[config.mk]
export PLATFORM = sky130hd
export DESIGN_NAME = smbm_top
export DESIGN_NICKNAME = d
export VERILOG_FILES = /design/src/smbm_pkg.sv /design/src/smbm_top.sv
export SDC_FILE = /design/constraint.sdc
export NUM_CORES = 1
export LEC_CHECK = 0
export BUFFER_PORTS_ARGS = -buffer_cell sky130_fd_sc_hd__buf_4
export CAP_MARGIN = 0
export CORE_MARGIN = 2
export CORE_UTILIZATION = 45
export DETAILED_ROUTE_END_ITERATION = 8
export PLACE_DENSITY = 0.86
export SLEW_MARGIN = 30
export SYNTH_ARGS = -nofsm -noshare
export SYNTH_HDL_FRONTEND = slang
export SYNTH_SLANG_ARGS = --single-unit
[constraint.sdc]
create_clock -name clock -period 2.6 [get_ports clock]
set_input_delay 0.52 -clock clock [delete_from_list [all_inputs] [get_ports clock]]
set_output_delay 0.52 -clock clock [all_outputs]
set_load 0.03 [all_outputs]
[src/smbm_pkg.sv]
// Constants shared by the sense multiplexer and bypass monitor block
package smbm_pkg;
	// ==========================================================
	// Register byte offsets
	localparam logic [7:0] SMBM_OFF_SELECT = 8'h00;
	localparam logic [7:0] SMBM_OFF_CMD = 8'h04;
	localparam logic [7:0] SMBM_OFF_RESTART = 8'h08;
	localparam logic [7:0] SMBM_OFF_DIAG = 8'h0c;
	localparam logic [7:0] SMBM_OFF_IRQ_STATUS = 8'h10;
	localparam logic [7:0] SMBM_OFF_IRQ_MASK = 8'h14;
	// ==========================================================
	// Field positions
	localparam int SMBM_SEL_W = 3;
	localparam int SMBM_SEL_LSB = 0;
	localparam int SMBM_PULLUP_BIT = 4;
	localparam int SMBM_CMD_CLEAR_BIT = 0;
	localparam int SMBM_CMD_SLEW_BIT = 1;
	localparam int SMBM_DIAG_BYPASS_BIT = 0;
	localparam int SMBM_DIAG_SENSE_BIT = 1;
	localparam int SMBM_DIAG_OPEN_BIT = 2;
	localparam int SMBM_DIAG_FAULT_BIT = 3;
	localparam int SMBM_IRQ_FAULT_BIT = 0;
	localparam int SMBM_IRQ_OPEN_BIT = 1;
	localparam int SMBM_IRQ_W = 2;
	// ==========================================================
	// Selection codes and reset values
	localparam logic [2:0] SMBM_SEL_DISABLE_A = 3'h6;
	localparam logic [2:0] SMBM_SEL_DISABLE_B = 3'h7;
	localparam logic [2:0] SMBM_SEL_RESET = 3'h6;
	localparam logic [1:0] SMBM_IRQ_MASK_RESET = 2'h0;
	// ==========================================================
	// AXI responses
	localparam logic [1:0] SMBM_RESP_OKAY = 2'h0;
	localparam logic [1:0] SMBM_RESP_SLVERR = 2'h2;
	// ==========================================================
	// Sequencing of the write path
	typedef enum logic [1:0] {
		SMBM_WR_COLLECT = 2'b00,
		SMBM_WR_RESPOND = 2'b01
	} smbm_wr_state_e;
endpackage

[src/smbm_top.sv]
// Sense multiplexer, selected-channel commands and switch bypass monitor
`timescale 1ns/1ps

// Functional notes
// - Route sense of exactly the one selected channel to the sense pin.
// - Selection codes 110 and 111 turn the sense output off.
// - Clear-latch command resets selected channel's restart counter and latches it off.
// - Slew-rate command changes slew setting of the selected channel only.
// - Restart counter read returns the selected channel's counter value.
// - Bypass monitor compares the selected channel's drain-source voltage to threshold.
// - Bypass comparison result is a readable bit of the diagnosis word.
// - In off state bypass result flags open load; host enables external pull-up.
// - Hard fault on the selected channel forces the sense output to high impedance.
module smbm_top #(
	parameter int NUM_CH = 6,
	parameter int CNT_W = 4,
	parameter int ADDR_W = 8
) (
	input wire logic clock,
	input wire logic rst_b,
	input wire logic [ADDR_W-1:0] s_axi_awaddr,
	input wire logic s_axi_awvalid,
	output logic s_axi_awready,
	input wire logic [31:0] s_axi_wdata,
	input wire logic [3:0] s_axi_wstrb,
	input wire logic s_axi_wvalid,
	output logic s_axi_wready,
	output logic [1:0] s_axi_bresp,
	output logic s_axi_bvalid,
	input wire logic s_axi_bready,
	input wire logic [ADDR_W-1:0] s_axi_araddr,
	input wire logic s_axi_arvalid,
	output logic s_axi_arready,
	output logic [31:0] s_axi_rdata,
	output logic [1:0] s_axi_rresp,
	output logic s_axi_rvalid,
	input wire logic s_axi_rready,
	input wire logic [NUM_CH-1:0] chan_on,
	input wire logic [NUM_CH-1:0] hard_fault,
	input wire logic [NUM_CH-1:0] vds_above_threshold,
	input wire logic [NUM_CH*CNT_W-1:0] restart_count,
	output logic [NUM_CH-1:0] sense_route,
	output logic sense_output_enable,
	output logic [NUM_CH-1:0] counter_reset,
	output logic [NUM_CH-1:0] latch_off,
	output logic [NUM_CH-1:0] slew_change,
	output logic pullup_enable,
	output logic irq
);
	import smbm_pkg::*;

	// ==========================================================
	// Elaboration checks
	if (NUM_CH < 1 || NUM_CH > 6) begin : g_bad_ch
		$error("NUM_CH must be 1 to 6");
	end
	if (CNT_W < 1 || CNT_W > 32 || ADDR_W < 5 || ADDR_W > 32) begin : g_bad_w
		$error("CNT_W or ADDR_W out of range");
	end

	// ==========================================================
	// Helpers
	// A code names a channel only below the disable codes and below NUM_CH
	function automatic logic sel_valid(input logic [2:0] sel);
		sel_valid = (sel != SMBM_SEL_DISABLE_A) && (sel != SMBM_SEL_DISABLE_B)
			&& (int'(sel) < NUM_CH);
	endfunction

	function automatic logic [NUM_CH-1:0] chan_onehot(input logic [2:0] sel);
		logic [NUM_CH-1:0] v;
		v = '0;
		for (int i = 0; i < NUM_CH; i++) begin
			if (int'(sel) == i) begin
				v[i] = 1'b1;
			end
		end
		chan_onehot = sel_valid(sel) ? v : '0;
	endfunction

	function automatic logic hit(input logic [ADDR_W-1:0] a, input logic [7:0] off);
		hit = ({{(32-ADDR_W){1'b0}}, a[ADDR_W-1:2], 2'b00} == {24'h0, off});
	endfunction

	// ==========================================================
	// State
	logic [2:0] sel_reg;
	logic pullup_reg;
	logic [SMBM_IRQ_W-1:0] irq_status_reg;
	logic [SMBM_IRQ_W-1:0] irq_mask_reg;
	logic [NUM_CH-1:0] sense_route_reg;
	logic bypass_flag_reg;
	logic open_load_reg;
	logic fault_reg;
	logic [NUM_CH-1:0] counter_reset_reg;
	logic [NUM_CH-1:0] latch_off_reg;
	logic [NUM_CH-1:0] slew_change_reg;
	smbm_wr_state_e wr_state_reg;
	logic aw_got_reg;
	logic w_got_reg;
	logic [ADDR_W-1:0] aw_addr_reg;
	logic [31:0] w_data_reg;
	logic w_lane0_reg;
	logic [1:0] bresp_reg;
	logic rvalid_reg;
	logic [31:0] rdata_reg;
	logic [1:0] rresp_reg;

	// Selected channel views
	logic sel_ok;
	logic [NUM_CH-1:0] sel_hot;
	logic sel_fault;
	logic sel_vds_above;
	logic sel_on;
	logic [CNT_W-1:0] sel_count;
	logic wr_commit;
	logic wr_mapped;
	logic wr_cmd;
	logic wr_lane;
	logic [SMBM_IRQ_W-1:0] irq_events;

	always_comb begin
		sel_ok = sel_valid(sel_reg);
		sel_hot = chan_onehot(sel_reg);
		sel_fault = |(sel_hot & hard_fault);
		sel_vds_above = |(sel_hot & vds_above_threshold);
		sel_on = |(sel_hot & chan_on);
		sel_count = '0;
		for (int i = 0; i < NUM_CH; i++) begin
			if (sel_hot[i]) begin
				sel_count = restart_count[i*CNT_W +: CNT_W];
			end
		end
	end

	// ==========================================================
	// AXI4-Lite write path
	assign s_axi_awready = (wr_state_reg == SMBM_WR_COLLECT) && !aw_got_reg;
	assign s_axi_wready = (wr_state_reg == SMBM_WR_COLLECT) && !w_got_reg;
	assign s_axi_bvalid = (wr_state_reg == SMBM_WR_RESPOND);
	assign s_axi_bresp = bresp_reg;
	assign wr_commit = (wr_state_reg == SMBM_WR_COLLECT) && aw_got_reg && w_got_reg;
	assign wr_lane = wr_commit && w_lane0_reg;
	assign wr_cmd = wr_lane && hit(aw_addr_reg, SMBM_OFF_CMD);
	assign wr_mapped = hit(aw_addr_reg, SMBM_OFF_SELECT) || hit(aw_addr_reg, SMBM_OFF_CMD)
		|| hit(aw_addr_reg, SMBM_OFF_RESTART) || hit(aw_addr_reg, SMBM_OFF_DIAG)
		|| hit(aw_addr_reg, SMBM_OFF_IRQ_STATUS) || hit(aw_addr_reg, SMBM_OFF_IRQ_MASK);

	// Address and data are caught in either order, then answered together
	always_ff @(posedge clock) begin
		if (!rst_b) begin
			wr_state_reg <= SMBM_WR_COLLECT;
			aw_got_reg <= 1'b0;
			w_got_reg <= 1'b0;
			aw_addr_reg <= '0;
			w_data_reg <= 32'h0;
			w_lane0_reg <= 1'b0;
			bresp_reg <= SMBM_RESP_OKAY;
		end else begin
			case (wr_state_reg)
				SMBM_WR_COLLECT: begin
					if (s_axi_awvalid && s_axi_awready) begin
						aw_got_reg <= 1'b1;
						aw_addr_reg <= s_axi_awaddr;
					end
					if (s_axi_wvalid && s_axi_wready) begin
						w_got_reg <= 1'b1;
						w_data_reg <= s_axi_wdata;
						w_lane0_reg <= s_axi_wstrb[0];
					end
					if (wr_commit) begin
						aw_got_reg <= 1'b0;
						w_got_reg <= 1'b0;
						bresp_reg <= wr_mapped ? SMBM_RESP_OKAY : SMBM_RESP_SLVERR;
						wr_state_reg <= SMBM_WR_RESPOND;
					end
				end
				SMBM_WR_RESPOND: begin
					if (s_axi_bready) begin
						wr_state_reg <= SMBM_WR_COLLECT;
					end
				end
				default: begin
					wr_state_reg <= SMBM_WR_COLLECT;
				end
			endcase
		end
	end

	// ==========================================================
	// Software registers; all fields live in byte lane 0
	always_ff @(posedge clock) begin
		if (!rst_b) begin
			sel_reg <= SMBM_SEL_RESET;
			pullup_reg <= 1'b0;
			irq_mask_reg <= SMBM_IRQ_MASK_RESET;
		end else if (wr_lane && hit(aw_addr_reg, SMBM_OFF_SELECT)) begin
			sel_reg <= w_data_reg[SMBM_SEL_LSB +: SMBM_SEL_W];
			pullup_reg <= w_data_reg[SMBM_PULLUP_BIT];
		end else if (wr_lane && hit(aw_addr_reg, SMBM_OFF_IRQ_MASK)) begin
			irq_mask_reg <= w_data_reg[SMBM_IRQ_W-1:0];
		end
	end

	// Command pulses reach only the selected channel; missing channels get none
	always_ff @(posedge clock) begin
		if (!rst_b) begin
			counter_reset_reg <= '0;
			latch_off_reg <= '0;
			slew_change_reg <= '0;
		end else begin
			counter_reset_reg <= (wr_cmd && w_data_reg[SMBM_CMD_CLEAR_BIT]) ? sel_hot : '0;
			latch_off_reg <= (wr_cmd && w_data_reg[SMBM_CMD_CLEAR_BIT]) ? sel_hot : '0;
			slew_change_reg <= (wr_cmd && w_data_reg[SMBM_CMD_SLEW_BIT]) ? sel_hot : '0;
		end
	end

	// ==========================================================
	// Sense multiplexer and bypass monitor
	// Fault or disable code leaves the pin undriven, so only leakage remains
	always_ff @(posedge clock) begin
		if (!rst_b) begin
			sense_route_reg <= '0;
		end else begin
			sense_route_reg <= sel_fault ? '0 : sel_hot;
		end
	end

	// Comparator of the selected channel; reads zero with nothing selected
	always_ff @(posedge clock) begin
		if (!rst_b) begin
			bypass_flag_reg <= 1'b0;
			open_load_reg <= 1'b0;
			fault_reg <= 1'b0;
		end else begin
			bypass_flag_reg <= sel_vds_above;
			open_load_reg <= sel_ok && !sel_on && pullup_reg && !sel_vds_above;
			fault_reg <= sel_fault;
		end
	end

	// ==========================================================
	// Interrupts: rising events are sticky, write one clears, set wins
	assign irq_events = {(sel_ok && !sel_on && pullup_reg && !sel_vds_above && !open_load_reg),
		(sel_fault && !fault_reg)};

	always_ff @(posedge clock) begin
		if (!rst_b) begin
			irq_status_reg <= '0;
		end else if (wr_lane && hit(aw_addr_reg, SMBM_OFF_IRQ_STATUS)) begin
			irq_status_reg <= (irq_status_reg & ~w_data_reg[SMBM_IRQ_W-1:0]) | irq_events;
		end else begin
			irq_status_reg <= irq_status_reg | irq_events;
		end
	end

	// ==========================================================
	// AXI4-Lite read path, one cycle from address to data
	assign s_axi_arready = !rvalid_reg;
	assign s_axi_rvalid = rvalid_reg;
	assign s_axi_rdata = rdata_reg;
	assign s_axi_rresp = rresp_reg;

	always_ff @(posedge clock) begin
		if (!rst_b) begin
			rvalid_reg <= 1'b0;
			rdata_reg <= 32'h0;
			rresp_reg <= SMBM_RESP_OKAY;
		end else if (s_axi_arvalid && s_axi_arready) begin
			rvalid_reg <= 1'b1;
			rresp_reg <= SMBM_RESP_OKAY;
			rdata_reg <= 32'h0;
			if (hit(s_axi_araddr, SMBM_OFF_SELECT)) begin
				rdata_reg[SMBM_SEL_LSB +: SMBM_SEL_W] <= sel_reg;
				rdata_reg[SMBM_PULLUP_BIT] <= pullup_reg;
			end else if (hit(s_axi_araddr, SMBM_OFF_RESTART)) begin
				rdata_reg[CNT_W-1:0] <= sel_count;
			end else if (hit(s_axi_araddr, SMBM_OFF_DIAG)) begin
				rdata_reg[SMBM_DIAG_BYPASS_BIT] <= bypass_flag_reg;
				rdata_reg[SMBM_DIAG_SENSE_BIT] <= |sense_route_reg;
				rdata_reg[SMBM_DIAG_OPEN_BIT] <= open_load_reg;
				rdata_reg[SMBM_DIAG_FAULT_BIT] <= fault_reg;
			end else if (hit(s_axi_araddr, SMBM_OFF_IRQ_STATUS)) begin
				rdata_reg[SMBM_IRQ_W-1:0] <= irq_status_reg;
			end else if (hit(s_axi_araddr, SMBM_OFF_IRQ_MASK)) begin
				rdata_reg[SMBM_IRQ_W-1:0] <= irq_mask_reg;
			end else if (!hit(s_axi_araddr, SMBM_OFF_CMD)) begin
				rresp_reg <= SMBM_RESP_SLVERR;
			end
		end else if (s_axi_rready) begin
			rvalid_reg <= 1'b0;
		end
	end

	// Outputs
	assign sense_route = sense_route_reg;
	assign sense_output_enable = |sense_route_reg;
	assign counter_reset = counter_reset_reg;
	assign latch_off = latch_off_reg;
	assign slew_change = slew_change_reg;
	assign pullup_enable = pullup_reg;
	assign irq = |(irq_status_reg & irq_mask_reg);

	// ==========================================================
	// Assertions
	property p_route_onehot;
		@(posedge clock) disable iff (!rst_b)
		$onehot0(sense_route_reg) && ((sense_route_reg & ~chan_onehot($past(sel_reg))) == '0);
	endproperty
	a_route_onehot: assert property (p_route_onehot) else $error("sense route wrong");
	property p_disable;
		@(posedge clock) disable iff (!rst_b)
		$past(rst_b) && (($past(sel_reg) == SMBM_SEL_DISABLE_A) ||
			($past(sel_reg) == SMBM_SEL_DISABLE_B)) |-> !sense_output_enable;
	endproperty
	a_disable: assert property (p_disable) else $error("sense on with disable code");
	property p_clear_latch;
		@(posedge clock) disable iff (!rst_b)
		wr_cmd && w_data_reg[SMBM_CMD_CLEAR_BIT] |=>
			counter_reset_reg == chan_onehot($past(sel_reg)) && latch_off_reg == counter_reset_reg
			##1 counter_reset_reg == '0 || $past(wr_cmd);
	endproperty
	a_clear_latch: assert property (p_clear_latch) else $error("clear latch pulse wrong");
	property p_slew;
		@(posedge clock) disable iff (!rst_b)
		slew_change_reg != '0 |-> $past(wr_cmd) && $onehot(slew_change_reg)
			&& slew_change_reg == chan_onehot($past(sel_reg));
	endproperty
	a_slew: assert property (p_slew) else $error("slew change not on selected channel");
	property p_restart_read;
		@(posedge clock) disable iff (!rst_b)
		s_axi_arvalid && s_axi_arready && hit(s_axi_araddr, SMBM_OFF_RESTART) |=>
			s_axi_rvalid && s_axi_rdata == {{(32-CNT_W){1'b0}}, $past(sel_count)};
	endproperty
	a_restart_read: assert property (p_restart_read) else $error("restart read wrong");
	property p_bypass;
		@(posedge clock) disable iff (!rst_b)
		$past(rst_b) && sel_ok && $stable(sel_reg) && $stable(vds_above_threshold) |->
			bypass_flag_reg == vds_above_threshold[sel_reg];
	endproperty
	a_bypass: assert property (p_bypass) else $error("bypass flag mismatch");
	property p_diag_read;
		@(posedge clock) disable iff (!rst_b)
		s_axi_arvalid && s_axi_arready && hit(s_axi_araddr, SMBM_OFF_DIAG) |=>
			s_axi_rdata[SMBM_DIAG_BYPASS_BIT] == $past(bypass_flag_reg) throughout s_axi_rvalid[*1];
	endproperty
	a_diag_read: assert property (p_diag_read) else $error("diag word bypass bit wrong");
	property p_open_load;
		@(posedge clock) disable iff (!rst_b)
		open_load_reg |-> $past(pullup_reg) && !$past(sel_on) && !$past(sel_vds_above);
	endproperty
	a_open_load: assert property (p_open_load) else $error("open load without cause");
	property p_fault_hiz;
		@(posedge clock) disable iff (!rst_b)
		sel_fault |=> !sense_output_enable;
	endproperty
	a_fault_hiz: assert property (p_fault_hiz) else $error("sense driven during fault");
	property p_missing_ch;
		@(posedge clock) disable iff (!rst_b)
		int'(sel_reg) >= NUM_CH |=> sense_route_reg == '0 && counter_reset_reg == '0
			&& slew_change_reg == '0;
	endproperty
	a_missing_ch: assert property (p_missing_ch) else $error("missing channel acted on");
	c_route: cover property (@(posedge clock) disable iff (!rst_b) sense_output_enable);
	c_clear: cover property (@(posedge clock) disable iff (!rst_b) counter_reset_reg != '0);
	c_open: cover property (@(posedge clock) disable iff (!rst_b) open_load_reg && irq);
endmodule

==> flow_summary.ini, run 1 <==
[setup_path]
path_max_fanout = 21
cp.required_ps = 2800
worstSetupPathType = reg -> reg
worstPathArrival_ps = 2270
start_kind = flip-flop
cp-end-kind = flip-flop

[yosys]
synth_edf_count = 0
syn_area_sq_mm = 0.00265
synth-seq-cells = 51
synth_top_area_share_pct = 38.5
ys.flop_type = dfxtp_1
syn_inst = 310
synth.area.top_cells = dfxtp_1 (38%), buf_4 (9.9%), mux2i_1 (6.8%)
yosysTopAreaCell = dfxtp_1
avgSynthCellArea_sq_um = 8.56
ys.warnings.count = 0
yosys.cell_types.count = 55
async_reset_ff_share_pct = 0
ys_seq_area_share_pct = 38.5

[place]
dp.cells = 467
port_buffers = 104
place.gp.congestion = 0.797
dpl_worst_slack_ps = 561
dp.final_hpwl_microns = 5260

[timing]
fin_crit_ps = 2070
fin_crit_sh_pct = 79.8
rsz0062_at_grt = false
relSlewSlack_pct = 47.6
max_freq_ghz = 0.482
setup_tns_ps = 0
slew_viol_final = 0
worst_slew_pin_slew_ps = 785
setup_viol = 0
finalHoldViolations = 0
fin_skew_ps = 10.2
worst_slack_ps = 525

[die]
die_h_microns = 80.8
core_sq_mm = 0.00561
die-area_sq_mm = 0.00652
rows = 27
start_util_pct = 47.3
io_pins = 169
die_x_microns = 80.8

[route]
dr.pass1.iters = 4
drt_iter0_drc = 103
vias = 2478
wl_per_cell_microns = 14.2
remaining_drc_errors = 0
routed_wl_microns = 6750
vias_per_cell = 5.22
detail-route-antenna-nets = 0

[global_route]
grt_max_degree = 23
grt_pass1_wl_microns = 10600
grt_antenna_before_repair = 0
grt_pass1_vias = 2282
grt.total_usage_pct = 20.8
grt_overflow_total = 0

[finish]
area_delta_synth_final_pct = 29.1
n_antenna_cell = 0
fin_util_pct = 61.0
finalNonFillerCells = 475
drive_above_1_share_pct = 32.3
nNetsFinal = 503
n_fill_cell = 488

[job]
maxCapViolations = 0

[pwr]
comb_power_share_pct = 17.6
power_frac_seq_pct = 52.6
total_power_mw = 1.56
power_frac_clock_pct = 29.8
p_sw_mw = 0.448
p_int_mw = 1.11
power.leakage_nw = 1.54
p_sw_share_pct = 28.7
powerDensity_mw_per_mm2 = 456
worst_ir_drop_vdd_uv = 255

[clocking]
clk_latency_ps = 310
clock_path_buffers = 2
holdBufCountCts = 0
cts_sinks = 51
cts_tree = yes
clk_pin_slew_ps = 100
htree_levels = 2
post_cts_buffers = 0
cts_resized = 0
cts_root_buf = clkbuf_8
cts_made_buffers = 5

[run_status]
outcome = finished, final reports clean

[min_path]
hold_path.class = in -> reg
==> area by class of cell <==
type	count	area, sq um	share of cell area (%)
clock buffers	6	72.6	2.12
clock inverters	2	16.3	0.475
inverters	13	48.8	1.43
multi-input cells	222	1360	39.6
flip-flops and latches	51	1020	29.8
well taps	72	90.1	2.63
repair buffers	109	818	23.9
==> cell usage after synthesis (3+ instances only) <==
cell      number
dfxtp_1       51
buf_4         35
nor2_1        34
nand2_1       20
mux2i_1       18
a21oi_1       15
inv_1         12
nor3_1        11
clkbuf_1      10
o21ai_0       10
nor2b_1        8
nand3_1        7
nand2b_1       6
o211ai_1       6
buf_2          4
nand4_1        4
a211oi_1       3
a22o_1         3
buf_1          3
nor3b_1        3
or3_1          3
==> layout by cell type, fill, tap and decap left out, types with 6 or more instances in the layout <==
cell type and instances:
mux2i_1 18, dfxtp_1 51, buf_4 109, nor2_1 34
inv_1 12, nand3_1 7, nand2_1 20, a21oi_1 15
nor3_1 11, o21ai_0 10, nand2b_1 6, nor2b_1 8
o211ai_1 6, conb_1 29
==> worst paths after layout <==
| kind | start | to | slack (ps) | cells past startpoint |
|---|---|---|---|---|
| setup / recovery | sel_reg[1] | s_axi_rdata[2] | 530 | 4 |
| hold reg to reg | fault_reg | irq_status_reg[0] | 460 | 1 |
| hold / removal | s_axi_awaddr[4] | aw_addr_reg[4] | 440 | 3 |
| setup reg to reg | sel_reg[1] | s_axi_rdata[2] | 530 | 4 |
==> worst max-delay path, stage by stage (launching register included) <==
cell and delay (ps):
dfxtp_1 840, nor2b_1 120, a31o_2 250, mux4_2 490
a31o_2 260
==> power groups by stage <==
| stage | clock [mW] | combinational (mW) | sequential (mW) |
|---|---|---|---|
| finish | 0.465 | 0.274 | 0.821 |
| global placement | 0 | 0.267 | 0.838 |
| detailed placement | 0 | 0.273 | 0.839 |
| CTS | 0.474 | 0.274 | 0.821 |
| floorplan | 0 | 0.191 | 0.841 |
| global route | 0.510 | 0.297 | 0.825 |
==> kinds of logic after synthesis <==
kind of cell,count (synthesis),share of synthesized area (%)
buffers and inverters,65,14.3
flip-flops,51,38.5
AND/OR/NAND/NOR,113,22.8
multiplexers,21,8.49
AO/OA/AOI/OAI,59,15.7
other,1,0.141
==> routing by layer <==
layer / wire length (microns) / global-route usage, % / up-vias
met1: 2760 / 25.9 / 1132
met5: 0 / 0 / -
met3: 613 / 5.00 / 12
li1: - / - / 1219
met2: 3260 / 35.0 / 115
met4: 124 / 7.97 / 0
==> stage by stage <==
| stage | hold WS (ps) | area, sq um |
|---|---|---|
| 2_1_floorplan | 422 | 2760 |
| 3_3_place_gp | 444 | 3330 |
| 3_5_place_dp | 451 | 3330 |
| 4_1_cts | 430 | 3420 |
| 5_1_grt | 434 | 3420 |
| 6_report | 438 | 3420 |
Note: power is estimated with default switching activity, not from simulation.
==> inputs of run 2 (changes only) <==
--- a/config.mk
+++ b/config.mk
@@ -8,9 +8,9 @@
 export BUFFER_PORTS_ARGS = -buffer_cell sky130_fd_sc_hd__buf_4
 export CAP_MARGIN = 0
 export CORE_MARGIN = 2
-export CORE_UTILIZATION = 45
+export CORE_UTILIZATION = 39
 export DETAILED_ROUTE_END_ITERATION = 8
-export PLACE_DENSITY = 0.86
+export PLACE_DENSITY = 0.79
 export SLEW_MARGIN = 30
 export SYNTH_ARGS = -nofsm -noshare
 export SYNTH_HDL_FRONTEND = slang
==> constraint.sdc (replaced) <==
create_clock -name clock -period 1.8 [get_ports clock]
set_input_delay 0.36 -clock clock [delete_from_list [all_inputs] [get_ports clock]]
set_output_delay 0.36 -clock clock [all_outputs]
set_load 0.03 [all_outputs]
==> flow_summary.ini, run 2 (synthesis gave the netlist of run 1 again) <==
[route]
vias_per_cell = 5.12
wl_per_cell_microns = 14.4
detail-route-antenna-nets = 0
vias = 2572
routed_wl_microns = 7220
drt_iter0_drc = 142
remaining_drc_errors = 0
dr.pass1.iters = 4

[setup_path]
path_max_fanout = 4
cp_slowest_stage_delay_ps = 570
cp.required_ps = 1990
worstSetupPathType = reg -> reg
worstPathArrival_ps = 1960
crit_path_cell_trace = or4b_4, or3_4, o311ai_1, o31ai_1
start_kind = flip-flop
cp-end-kind = flip-flop
crit_slowest_cell = or4b_4

[timing]
finalHoldViolations = 0
fin_skew_ps = 5.47
fin_crit_sh_pct = 98.5
rsz0062_at_grt = true
fin_crit_ps = 1770
slew_viol_final = 0
max_freq_ghz = 0.564
setup_viol = 0
worst_slack_ps = 26.6

[clocking]
cts_root_buf = clkbuf_8
cts_tree = yes
clk_pin_slew_ps = 90
clock_path_buffers = 2
cts_made_buffers = 5
cts_sinks = 51
htree_levels = 2
clk_latency_ps = 310

[pwr]
power.leakage_nw = 1.64
powerDensity_mw_per_mm2 = 638
worst_ir_drop_vdd_uv = 381
total_power_mw = 2.31

[run_status]
outcome = finished, final reports clean

[die]
io_pins = 169
die_h_microns = 86.5
rows = 30
start_util_pct = 39.7
die_x_microns = 86.5
core_sq_mm = 0.00668
die-area_sq_mm = 0.00748

[global_route]
grt_antenna_before_repair = 0
grt_overflow_total = 0
grt_pass1_wl_microns = 11600
grt.total_usage_pct = 19.3
grt_pass1_vias = 2459
grt_max_degree = 20

[finish]
area_delta_synth_final_pct = 36.7
n_fill_cell = 622
n_antenna_cell = 0
fin_util_pct = 54.3
drive_above_1_share_pct = 37.0
layout_commonest_cell = buf_4
layout_common_cells = buf_4 (126), dfxtp_1 (49), nor2_1 (34), conb_1 (29), nand2_1 (20)
fin_area_sq_mm = 0.00363
nNetsFinal = 522

[place]
dpl_worst_slack_ps = -1.50
port_buffers = 104
placed_cell_area_sq_mm = 0.00348
place.gp.congestion = 0.840
dp.final_hpwl_microns = 5720

[min_path]
hold_path.class = in -> reg

[job]
maxCapViolations = 0
==> run 2: metal layers <==
metal  vias up  share of wire, %  GRT usage [%]
met4         0              0.73           3.98
met1      1205                42           25.3
met3         7               7.5           4.00
li1       1251                 -              -
met5         -                 0              0
met2       109                50           33.1
==> run 2: worst paths after layout <==
kind                         from                end  slack [ps]  cells past startpoint
hold / removal    s_axi_awaddr[2]     aw_addr_reg[2]         270                      3
hold reg to reg    s_axi_rdata[4]     s_axi_rdata[4]         470                      2
setup reg to reg   aw_addr_reg[7]  irq_status_reg[0]          30                      4
setup / recovery   aw_addr_reg[7]  irq_status_reg[0]          30                      4
==> run 2: area by class of cell <==
type                       instances  area, sq um  share of cell area, %
inverter                          13         48.8                   1.35
timing repair buffer             128          977                   26.9
multi-input combinational        222         1380                   38.0
clock inverter                     2         16.3                  0.449
tap                               80          100                   2.76
sequential                        51         1020                   28.2
clock buffer                       6         82.6                   2.28
==> run 2: where the power goes <==
part | leakage, nW | switching, mW | internal, mW
Sequential | 0.414 | 0.0279 | 1.16
Clock | 0.0474 | 0.389 | 0.314
Combinational | 1.18 | 0.237 | 0.188
==> run 2: critical path: cells and delay by family, from the launching register on <==
kind / cells / cell delay [ps]
flip-flops: 1 / 340
AND/OR/NAND/NOR: 2 / 970
AO/OA/AOI/OAI: 2 / 350
==> run 2: repair_timing <==
action | in CTS | in global routing
resized for setup | 0 | 8
hold buffers | 0 | 0
endpoints found under the hold margin | 0 | 0
setup buffers | 0 | 3
endpoints found under the setup margin | 0 | 12
==> run 2: metrics by stage <==
| step | instances | hold slack (ps) | setup TNS (ps) |
|---|---|---|---|
| floorplan | 338 | 422 | 0 |
| finish | 502 | 273 | 0 |
| global route | 502 | 276 | -96.1 |
| global placement | 491 | 442 | 0 |
| CTS | 499 | 272 | 0 |
| detailed placement | 491 | 458 | -1.50 |
